`src/rss_defines.svh`:
```
// rss_defines.svh: offsets, field positions, reset values and timing for the reset sequencer
`ifndef RSS_DEFINES_SVH
`define RSS_DEFINES_SVH

// ==================================================
// register indices (byte address = 4 * index)
`define RSS_IDX_CAUSE      14'h0813
`define RSS_IDX_PWRCTL2    14'h0814
`define RSS_IDX_CONFIG     14'h0815
`define RSS_IDX_IRQ_STAT   14'h0816
`define RSS_IDX_IRQ_MASK   14'h0817

// ==================================================
// reset values
`define RSS_CAUSE_RST      8'h3D
`define RSS_CONFIG_RST     8'h0F
`define RSS_PWRCTL2_RST    8'h02

// ==================================================
// field positions
`define RSS_IRQ_VIOL       0
`define RSS_IRQ_STKOVR     1
`define RSS_IRQ_STKUNR     2
`define RSS_IRQ_RUN        3
`define RSS_IRQ_WDOG       4
`define RSS_PC2_VIOL       1

// ==================================================
// memory map of the program space, in words
`define RSS_FLASH_WORDS    15'h2000
`define RSS_SAF_BASE       15'h1F80

// ==================================================
// timing
`define RSS_CLK_KHZ        100000
`define RSS_POWERUP_DELAY_TIMER_MS        64
`define RSS_OST_CYCLES     1024
`define RSS_RELEASE_CYCLES 4'd10

`endif

```
`src/rss_pkg.sv`:
```
// rss_pkg.sv: types shared by the reset and start-up sequencer
`default_nettype none

package rss_pkg;

	typedef enum logic [1:0] {
		RSS_HOLD,
		RSS_COUNT,
		RSS_RUN
	} rss_state_e;

	typedef struct packed {
		logic stack_over_flag;
		logic stack_under_flag;
		logic watchdog_window_flag;
		logic watchdog_timeout_flag;
		logic pin_reset_flag;
		logic software_reset_flag;
		logic por_flag;
		logic bor_flag;
	} rss_cause_s;

	typedef struct packed {
		logic [2:0] spare;
		logic       storage_flash_area_en;
		logic       pin_reset_en;
		logic       osc_timer_needed;
		logic [1:0] powerup_delay_select;
	} rss_config_s;

endpackage : rss_pkg

`default_nettype wire

```
`src/rss_reset_startup_sequencer.sv`:
```
// rss_reset_startup_sequencer.sv: reset, start-up sequencing and reset-cause logging
//
// The Avalon-MM slave port is this design's own decision.
`default_nettype none
`include "rss_defines.svh"

module rss_reset_startup_sequencer
	import rss_pkg::*;
#(
	parameter int POWERUP_DELAY_TIMER_CYCLES = `RSS_POWERUP_DELAY_TIMER_MS * `RSS_CLK_KHZ,
	parameter int OST_CYCLES  = `RSS_OST_CYCLES
) (
	// clock and reset
	input  wire logic        clk_sys_in,
	input  wire logic        arst_n_in,
	// supply monitors and reset pin (asynchronous)
	input  wire logic        por_active_in,
	input  wire logic        bor_active_in,
	input  wire logic        external_reset_pin_n_in,
	// core events (same clock)
	input  wire logic        exec_valid_in,
	input  wire logic [14:0] exec_addr_in,
	input  wire logic        stack_over_in,
	input  wire logic        stack_under_in,
	input  wire logic        wdog_window_reset_in,
	input  wire logic        wdog_timeout_reset_in,
	input  wire logic        software_reset_in,
	// core control
	output logic             core_reset_out,
	output logic             irq_block_out,
	// Avalon-MM slave
	input  wire logic [15:0] avs_address_in,
	input  wire logic        avs_read_in,
	input  wire logic        avs_write_in,
	input  wire logic [3:0]  avs_byteenable_in,
	input  wire logic [31:0] avs_writedata_in,
	output logic [31:0]      avs_readdata_out,
	output logic             avs_waitrequest_out,
	// interrupt
	output logic             irq_out
);

	// ==================================================
	// synchronisers
	logic [2:0] sync1_reg;
	logic [2:0] sync2_reg;

	always_ff @(posedge clk_sys_in or negedge arst_n_in) begin
		if (!arst_n_in) begin
			sync1_reg <= 3'h7;
			sync2_reg <= 3'h7;
		end else begin
			sync1_reg <= {por_active_in, bor_active_in, ~external_reset_pin_n_in};
			sync2_reg <= sync1_reg;
		end
	end

	logic por_s;
	logic bor_s;
	logic pin_low_s;
	logic supply_rst;
	assign por_s      = sync2_reg[2];
	assign bor_s      = sync2_reg[1];
	assign pin_low_s  = sync2_reg[0];
	assign supply_rst = por_s | bor_s;

	// ==================================================
	// register file state
	rss_cause_s  cause_reg;
	rss_config_s config_reg;
	logic [7:0]  pwrctl2_reg;
	logic [4:0]  irq_stat_reg;
	logic [4:0]  irq_mask_reg;

	logic        acc_ack_reg;
	logic        acc_req;
	logic        wr_go;
	logic [13:0] acc_idx;
	assign acc_req = avs_read_in | avs_write_in;
	assign wr_go   = avs_write_in & acc_ack_reg & avs_byteenable_in[0];
	assign acc_idx = avs_address_in[15:2];

	logic wr_cause;
	logic wr_pc2;
	logic wr_cfg;
	logic wr_stat;
	logic wr_mask;
	assign wr_cause = wr_go && (acc_idx == `RSS_IDX_CAUSE);
	assign wr_pc2   = wr_go && (acc_idx == `RSS_IDX_PWRCTL2);
	assign wr_cfg   = wr_go && (acc_idx == `RSS_IDX_CONFIG);
	assign wr_stat  = wr_go && (acc_idx == `RSS_IDX_IRQ_STAT);
	assign wr_mask  = wr_go && (acc_idx == `RSS_IDX_IRQ_MASK);

	// ==================================================
	// start-up timers: run from supply release, independent of the pin
	logic [22:0] powerup_delay_timer_cnt_reg;
	logic        powerup_delay_timer_done_reg;
	logic [10:0] ost_cnt_reg;
	logic        ost_done_reg;
	logic        powerup_delay_timer_en;
	assign powerup_delay_timer_en = |config_reg.powerup_delay_select;

	always_ff @(posedge clk_sys_in or negedge arst_n_in) begin
		if (!arst_n_in) begin
			powerup_delay_timer_cnt_reg  <= 23'h00_0000;
			powerup_delay_timer_done_reg <= 1'b0;
		end else if (supply_rst) begin
			powerup_delay_timer_cnt_reg  <= 23'h00_0000;
			powerup_delay_timer_done_reg <= 1'b0;
		end else if (!powerup_delay_timer_done_reg) begin
			// keeps counting while the pin is low
			powerup_delay_timer_cnt_reg <= powerup_delay_timer_cnt_reg + 23'h00_0001;
			if (powerup_delay_timer_cnt_reg == 23'(POWERUP_DELAY_TIMER_CYCLES - 1)) begin
				powerup_delay_timer_done_reg <= 1'b1;
			end
		end
	end

	always_ff @(posedge clk_sys_in or negedge arst_n_in) begin
		if (!arst_n_in) begin
			ost_cnt_reg  <= 11'h000;
			ost_done_reg <= 1'b0;
		end else if (supply_rst) begin
			ost_cnt_reg  <= 11'h000;
			ost_done_reg <= 1'b0;
		end else if (!ost_done_reg) begin
			ost_cnt_reg <= ost_cnt_reg + 11'h001;
			if (ost_cnt_reg == 11'(OST_CYCLES - 1)) begin
				ost_done_reg <= 1'b1;
			end
		end
	end

	// ==================================================
	// execution violation detection
	logic exec_viol;
	// only executed instructions are checked, so prefetches never trip it
	assign exec_viol = exec_valid_in && (core_reset_out == 1'b0) &&
		((exec_addr_in >= `RSS_FLASH_WORDS) ||
		(config_reg.storage_flash_area_en && (exec_addr_in >= `RSS_SAF_BASE)));
	assign irq_block_out = exec_viol;

	logic pin_hold;
	logic internal_rst;
	logic start_ok;
	assign pin_hold     = config_reg.pin_reset_en & pin_low_s;
	assign internal_rst = exec_viol | wdog_window_reset_in | wdog_timeout_reset_in |
		software_reset_in;
	assign start_ok = (powerup_delay_timer_done_reg | ~powerup_delay_timer_en) &
		(ost_done_reg | ~config_reg.osc_timer_needed) & ~pin_hold;

	// ==================================================
	// core reset sequencer
	rss_state_e state_reg;
	logic [3:0] rel_cnt_reg;

	always_ff @(posedge clk_sys_in or negedge arst_n_in) begin
		if (!arst_n_in) begin
			state_reg   <= RSS_HOLD;
			rel_cnt_reg <= 4'h0;
		end else if (supply_rst) begin
			state_reg   <= RSS_HOLD;
			rel_cnt_reg <= 4'h0;
		end else begin
			case (state_reg)
				RSS_HOLD: begin
					rel_cnt_reg <= 4'h0;
					if (start_ok) begin
						state_reg <= RSS_COUNT;
					end
				end
				RSS_COUNT: begin
					if (!start_ok) begin
						state_reg <= RSS_HOLD;
					end else if (rel_cnt_reg == `RSS_RELEASE_CYCLES - 4'd1) begin
						state_reg <= RSS_RUN;
					end else begin
						rel_cnt_reg <= rel_cnt_reg + 4'h1;
					end
				end
				RSS_RUN: begin
					if (internal_rst || pin_hold) begin
						state_reg <= RSS_HOLD;
					end
				end
				default: begin
					state_reg <= RSS_HOLD;
				end
			endcase
		end
	end

	assign core_reset_out = (state_reg != RSS_RUN);

	logic run_event;
	logic pin_event;
	assign run_event = (state_reg == RSS_COUNT) && start_ok &&
		(rel_cnt_reg == `RSS_RELEASE_CYCLES - 4'd1);
	assign pin_event = (state_reg == RSS_RUN) && pin_hold;

	// ==================================================
	// reset cause register; hardware events win over a software write
	always_ff @(posedge clk_sys_in or negedge arst_n_in) begin
		if (!arst_n_in) begin
			cause_reg <= rss_cause_s'(`RSS_CAUSE_RST);
		end else if (supply_rst) begin
			cause_reg.stack_over_flag       <= 1'b0;
			cause_reg.stack_under_flag      <= 1'b0;
			cause_reg.watchdog_window_flag  <= 1'b1;
			cause_reg.watchdog_timeout_flag <= 1'b1;
			cause_reg.pin_reset_flag        <= 1'b1;
			cause_reg.software_reset_flag   <= 1'b1;
			if (por_s) begin
				cause_reg.por_flag <= 1'b0;
				cause_reg.bor_flag <= 1'b1;
			end else begin
				cause_reg.bor_flag <= 1'b0;
			end
		end else begin
			if (wr_cause) begin
				cause_reg <= rss_cause_s'(avs_writedata_in[7:0]);
			end
			if (stack_over_in) begin
				cause_reg.stack_over_flag <= 1'b1;
			end
			if (stack_under_in) begin
				cause_reg.stack_under_flag <= 1'b1;
			end
			if (wdog_window_reset_in) begin
				cause_reg.watchdog_window_flag <= 1'b0;
			end
			if (wdog_timeout_reset_in) begin
				cause_reg.watchdog_timeout_flag <= 1'b0;
			end
			if (pin_event) begin
				cause_reg.pin_reset_flag <= 1'b0;
			end
			if (software_reset_in) begin
				cause_reg.software_reset_flag <= 1'b0;
			end
		end
	end

	// ==================================================
	// second power control register and configuration
	always_ff @(posedge clk_sys_in or negedge arst_n_in) begin
		if (!arst_n_in) begin
			pwrctl2_reg <= `RSS_PWRCTL2_RST;
		end else if (supply_rst) begin
			pwrctl2_reg <= `RSS_PWRCTL2_RST;
		end else if (exec_viol) begin
			pwrctl2_reg[`RSS_PC2_VIOL] <= 1'b0;
		end else if (wr_pc2) begin
			pwrctl2_reg[`RSS_PC2_VIOL] <= avs_writedata_in[`RSS_PC2_VIOL];
		end
	end

	// the select field models a nonvolatile word: it survives every reset but arst_n_in
	always_ff @(posedge clk_sys_in or negedge arst_n_in) begin
		if (!arst_n_in) begin
			config_reg <= rss_config_s'(`RSS_CONFIG_RST);
		end else if (wr_cfg) begin
			config_reg <= rss_config_s'({3'h0, avs_writedata_in[4:0]});
		end
	end

	// ==================================================
	// interrupts: sticky, write one to clear, set wins
	logic [4:0] irq_ev;
	always_comb begin
		irq_ev                  = 5'h00;
		irq_ev[`RSS_IRQ_VIOL]   = exec_viol;
		irq_ev[`RSS_IRQ_STKOVR] = stack_over_in;
		irq_ev[`RSS_IRQ_STKUNR] = stack_under_in;
		irq_ev[`RSS_IRQ_RUN]    = run_event;
		irq_ev[`RSS_IRQ_WDOG]   = wdog_window_reset_in | wdog_timeout_reset_in;
	end

	always_ff @(posedge clk_sys_in or negedge arst_n_in) begin
		if (!arst_n_in) begin
			irq_stat_reg <= 5'h00;
			irq_mask_reg <= 5'h00;
		end else begin
			irq_stat_reg <= (irq_stat_reg & ~(wr_stat ? avs_writedata_in[4:0] : 5'h00))
				| irq_ev;
			if (wr_mask) begin
				irq_mask_reg <= avs_writedata_in[4:0];
			end
		end
	end

	assign irq_out = |(irq_stat_reg & irq_mask_reg);

	// ==================================================
	// Avalon-MM: one wait cycle, read data loaded in it
	always_ff @(posedge clk_sys_in or negedge arst_n_in) begin
		if (!arst_n_in) begin
			acc_ack_reg <= 1'b0;
		end else begin
			acc_ack_reg <= acc_req & ~acc_ack_reg;
		end
	end

	assign avs_waitrequest_out = acc_req & ~acc_ack_reg;

	always_ff @(posedge clk_sys_in or negedge arst_n_in) begin
		if (!arst_n_in) begin
			avs_readdata_out <= 32'h0000_0000;
		end else if (avs_read_in && !acc_ack_reg) begin
			case (acc_idx)
				`RSS_IDX_CAUSE:    avs_readdata_out <= {24'h00_0000, cause_reg};
				`RSS_IDX_PWRCTL2:  avs_readdata_out <= {24'h00_0000, pwrctl2_reg};
				`RSS_IDX_CONFIG:   avs_readdata_out <= {24'h00_0000, config_reg};
				`RSS_IDX_IRQ_STAT: avs_readdata_out <= {27'h000_0000, irq_stat_reg};
				`RSS_IDX_IRQ_MASK: avs_readdata_out <= {27'h000_0000, irq_mask_reg};
				default:           avs_readdata_out <= 32'h0000_0000;
			endcase
		end
	end

endmodule : rss_reset_startup_sequencer

`default_nettype wire

```
`config.mk`:
```
export PLATFORM = sky130hd
export DESIGN_NAME = rss_reset_startup_sequencer
export DESIGN_NICKNAME = d
export VERILOG_FILES = /design/src/rss_pkg.sv /design/src/rss_reset_startup_sequencer.sv
export VERILOG_INCLUDE_DIRS = /design/src
export SDC_FILE = /design/constraint.sdc
export NUM_CORES = 1
export LEC_CHECK = 0
export BUFFER_PORTS_ARGS = -buffer_cell sky130_fd_sc_hd__buf_2
export CAP_MARGIN = 20
export CORE_ASPECT_RATIO = 0.6
export CORE_MARGIN = 2
export CORE_UTILIZATION = 40
export CTS_BUF_LIST = sky130_fd_sc_hd__clkbuf_2 sky130_fd_sc_hd__clkbuf_4 sky130_fd_sc_hd__clkbuf_8
export DETAILED_ROUTE_END_ITERATION = 6
export SETUP_SLACK_MARGIN = 0.05
export SLEW_MARGIN = 25
export SYNTH_ARGS = -nofsm -noshare
export SYNTH_HDL_FRONTEND = slang
export SYNTH_SLANG_ARGS = --single-unit
export TNS_END_PERCENT = 10
```
`constraint.sdc`:
```
create_clock -name clk_sys_in -period 3 [get_ports clk_sys_in]
set_input_delay 0.6 -clock clk_sys_in [delete_from_list [all_inputs] [get_ports clk_sys_in]]
set_output_delay 0.6 -clock clk_sys_in [all_outputs]
set_load 0.005 [all_outputs]
```
Word level (Yosys, flattened, before mapping)
Index checks and enable logic that the tools add are counted.
{ "totals": {"register_bits": 105, "in_bits": 80, "out_inout_bits": 36} }
{ "classes": {"n_addsub": 3, "n_lt_le_gt_ge": 2, "n_eq_ne": 19, "n_mux": 35, "n_bitwise": 24, "reduce_logical": 30} }
{ "ops": {"columns": ["cell", "count"], "rows": [
  ["$eq A14 B12 Y1 const B", 5],
  ["$mux W23", 2],
  ["$pmux W8 S5", 1],
  ["$reduce_bool A3 Y1", 8],
  ["$add A23 B1 Y23 const B", 1],
  ["$eq A23 B23 Y1 const B", 1],
  ["$mux W11", 2],
  ["$mux W1", 17],
  ["$mux W8", 2],
  ["$ge A15 B13 Y1 const B", 1],
  ["$ge A15 B14 Y1 const B", 1],
  ["$logic_and A1 B1 Y1", 12],
  ["$mux W4", 3],
  ["$ne A3 B3 Y1 const B", 4],
  ["$add A11 B1 Y11 const B", 1],
  ["$eq A11 B10 Y1 const B", 1],
  ["$and A5 B5 Y5", 2],
  ["$mux W2", 5],
  ["$ne A2 B2 Y1 const B", 4],
  ["$or A1 B1 Y1", 8],
  ["$pmux W4 S2", 1],
  ["$and A1 B1 Y1", 6],
  ["$not A1 Y1", 6],
  ["$pmux W2 S3", 1],
  ["other kinds (16)", 18]
]} }

Depth between registers and ports, before layout
{ "depth": {"ltp_word": 11, "ltp_mapped": 7, "ltp_nobuf": 6} }

Worst setup path after synthesis
No wires, ideal clock.
{ "synth_timing": {"kind": "input port to flip-flop", "start": "input port avs_address_in[11]", "end": "register irq_mask_reg[0]", "setup_ns": 0.125, "t_arrival_ns": 2.343, "required_ns": 2.875, "slack_ns": 0.532, "cell_stages": 4, "n_path_buf": 0, "path_cell_list": "or4b_4 or4_4 nor2b_1 mux2_2"} }
{ "synth_via": {"elab_chain_len": 2} }
{ "synth_lines": {"columns": ["item", "line", "text"], "rows": [
  ["from (decl)", "rss_reset_startup_sequencer.sv:32", "input wire logic [15:0] avs_address_in,"],
  ["$eq A14 B12 Y1", null, null],
  ["$logic_and A1 B1 Y1", "rss_reset_startup_sequencer.sv:92", "assign wr_mask = wr_go && (acc_idx == `RSS_IDX_IRQ_MASK);"],
  ["to (signal assigned)", "rss_reset_startup_sequencer.sv:287", "irq_mask_reg <= avs_writedata_in[4:0];"],
  ["to (decl)", "rss_reset_startup_sequencer.sv:73", "logic [4:0] irq_mask_reg;"]
]} }
Every way passes these cells.
A chain may end at the register's enable or synchronous reset.

Worst setup path in the final report
{ "layout_timing": {"start": "register state_reg[1]", "end": "output port irq_block_out"} }
{ "layout_via": {"elab_chain_len": 4} }
{ "layout_lines": {"columns": ["item", "line", "text"], "rows": [
  ["from (decl)", "rss_reset_startup_sequencer.sv:154", "rss_state_e state_reg;"],
  ["from (signal assigned)", "rss_reset_startup_sequencer.sv:159", "state_reg <= RSS_HOLD;"],
  ["from (signal assigned)", "rss_reset_startup_sequencer.sv:162", "state_reg <= RSS_HOLD;"],
  ["from (signal assigned)", "rss_reset_startup_sequencer.sv:169", "state_reg <= RSS_COUNT;"],
  ["$ne A2 B2 Y1", "rss_reset_startup_sequencer.sv:193", "assign core_reset_out = (state_reg != RSS_RUN);"],
  ["$not A1 Y1", "rss_reset_startup_sequencer.sv:138", "assign exec_viol = exec_valid_in && (core_reset_out == 1'b0) &&"],
  ["$logic_and A1 B1 Y1 (2 in series)", "rss_reset_startup_sequencer.sv:138", null],
  ["to (decl)", "rss_reset_startup_sequencer.sv:30", "output logic irq_block_out,"]
]} }
Every way passes these cells.

==> results.yml <==
setup_path:
  cp.arrival_ns: 1.86
  required_ns: 2.40
  start_kind: "flip-flop"
  crit_path_end_kind: "output pin"
  worstPathMaxFanout: 7
  reg2reg_from: "powerup_delay_timer_cnt_reg[2]$_DFFE_PN0P_"
  r2r_slack_ns: 0.69
  startpoint: "state_reg[1]$_DFFE_PN0P_"
  critPathKind: "flip-flop to output pin"
clock_network:
  cts_setup_buffers: 0
  clock_path_buffers: 2
  clkLatencyLatePin_ns: 0.35
  cts_tree: "yes"
  clk_pin_slew_worst_paths_ns: 0.08
  cts_hold_buf: 0
  cts-root-buf: "clkbuf_8"
  numCtsBuffers: 9
  cts.htree.levels: 3
  numClockSinks: 81
  cts_resized: 0
routing:
  drt-vias-per-instance: 5.33
  vias: 3300
  wl_per_cell_um: 15.9
  routed_wl_um: 9820
  drtAntennaViolNets: 0
  drc: 0
  drt_first_iter_violations: 221
  dr.pass1.iters: 4
grt:
  met1_usage: 0.291
  grt_overflow: 0
  use_met2: 0.242
  grt_pass1_vias: 3091
  gr-max-usage-layer: "met1"
  grt_pass1_wl_um: 16200
  grt_max_degree: 82
  track_usage: 0.181
  use_met3: 0.0391
  antenna_found_initial: 0
floorplanning:
  rows: 28
  pin_count: 116
  initial_core_util: 0.417
  die_w_um: 136
  die-area_sq_mm: 0.0113
  die_h_um: 83.1
  coreArea_sq_mm: 0.0100
yosys:
  synth_edf_count: 0
  synth.largest_area_cell: "dfrtp_1"
  synthArstFlopShare: 1.00
  yosysWarningCount: 0
  synth_seq_area_share: 0.490
  yosys-top-cells-area: "dfrtp_1, dfstp_2, buf_4"
  synth_top_area_share: 0.390
  syn-cell-area_sq_mm: 0.00417
  synth_cell_types: 63
  ys.flop_type: "dfrtp_1"
  ys_ff_latch: 81
  syn_area_per_cell_sq_um: 10.0
  netlist_instances: 416
finish:
  final_nets: 563
  areaGrowthSynthToFinish_pct: 15.2
  finish.utilization: 0.480
  antenna_cells: 0
  final_area_sq_mm: 0.00481
  largest_reg_flops: 23
  drive_gt1_frac: 0.238
pwr:
  powerDensity_mw_per_mm2: 463
  vdd_drop_max_mv: 0.197
  p_leak_nw: 2.10
  power.total_mw: 2.22
placed_design:
  gp_congestion: 0.827
  placed_cell_area_sq_mm: 0.00456
  place.port_buffers: 55
  hpwl_um: 7150
timing:
  tns_ns: 0
  slew_headroom: 0.514
  drv_slew: 0
  rsz0062_at_grt: "false"
  fmax_mhz: 407
  worst_pin_slew_ns: 0.728
  period_needed_ns: 2.46
  fin_skew_ns: 0.00976
  post-route-period-util: 0.819
  setup_viol: 0
  hold_violations: 0
flow_run:
  drv_cap: 0
hold_path:
  hp-class: "input port to async pin"
status:
  status: "completed"
## critical path: stages (launching register included)
cell	delay, ns
dfrtp_1	0.44
nor2b_1	0.40
nand2_1	0.13
nor2_1	0.33
buf_2	0.20
## logic make-up after synthesis
family / share of synthesized area
AND/OR/NAND/NOR: 0.217
flip-flops: 0.490
AO/OA/AOI/OAI: 0.128
buffers and inverters: 0.0704
XOR/XNOR: 0.0399
multiplexers: 0.0414
adder cells (fa/ha/maj): 0.0120
other: 0.000898
## metrics by stage
stage	hold WS [ns]	instances	setup WS [ns]
after floorplan	0.304	439	0.532
after global placement	0.346	603	0.210
after detailed placement	0.349	603	0.203
after CTS	0.316	619	0.584
after global routing	0.319	619	0.423
final	0.280	619	0.542
## Yosys cell counts (4+ instances only)
master,number
o21ai_0,18
a22oi_1,7
or4_1,6
nor4_1,8
a21o_1,4
dfrtp_1,65
nand3_1,15
nand4_1,11
nand2_1,33
xor2_1,9
nand2b_1,4
nor2_1,30
mux2i_1,6
clkbuf_1,10
nor3_1,6
and4_1,4
mux2_2,10
a21oi_1,16
buf_4,24
dfstp_2,16
xnor2_1,10
ha_1,4
a22o_1,5
or3_1,13
inv_1,17
nor2b_1,8
## cells in the final DEF (no fill, tap or decap), types with 4 or more instances in the layout
| master | instances |
|---|---|
| a21o_1 | 4 |
| a21oi_1 | 16 |
| a22o_1 | 5 |
| a22oi_1 | 7 |
| and4_1 | 4 |
| buf_2 | 54 |
| buf_4 | 11 |
| clkbuf_8 | 9 |
| conb_1 | 24 |
| dfrtp_1 | 65 |
| dfstp_2 | 16 |
| ha_1 | 4 |
| inv_1 | 17 |
| mux2_2 | 10 |
| mux2i_1 | 6 |
| nand2_1 | 33 |
| nand2b_1 | 4 |
| nand3_1 | 15 |
| nand4_1 | 11 |
| nor2_1 | 30 |
| nor2b_1 | 8 |
| nor3_1 | 6 |
| nor4_1 | 8 |
| o21ai_0 | 18 |
| or3_1 | 13 |
| or4_1 | 6 |
| xnor2_1 | 10 |
| xor2_1 | 9 |
## per-layer routing
| layer | up-vias | share of wire |
|---|---|---|
| met3 | 5 | 0.055 |
| met4 | 0 | 0.0063 |
| met1 | 1620 | 0.53 |
| met2 | 88 | 0.41 |
| li1 | 1587 | - |
| met5 | - | 0 |
## cell type report
cell class / count / area [sq um]
Clock inverter: 5 / 105
Multi-Input combinational cell: 304 / 1920
Timing Repair Buffer: 66 / 364
Tap cell: 135 / 169
Fill cell: 971 / 5210
Clock buffer: 11 / 139
Inverter: 17 / 63.8
Sequential cell: 81 / 2050
## report_power, final
| group | switching (mW) | internal [mW] |
|---|---|---|
| combinational | 0.0865 | 0.0466 |
| clock | 0.397 | 0.572 |
| sequential | 0.0112 | 1.11 |
## path summary, 6_finish.rpt
| path | end | cells past startpoint |
|---|---|---|
| max | irq_block_out | 4 |
| min | ost_cnt_reg[3]$_DFFE_PN0P_ | 1 |
| max reg2reg | powerup_delay_timer_cnt_reg[17]$_DFFE_PN0P_ | 4 |
| min reg2reg | sync2_reg[2]$_DFF_PN1_ | 0 |
| max in group asynchronous | powerup_delay_timer_cnt_reg[19]$_DFFE_PN0P_ | 1 |
| min in group clk_sys_in | sync1_reg[1]$_DFF_PN1_ | 1 |
Power figures use the tool's default switching activity.
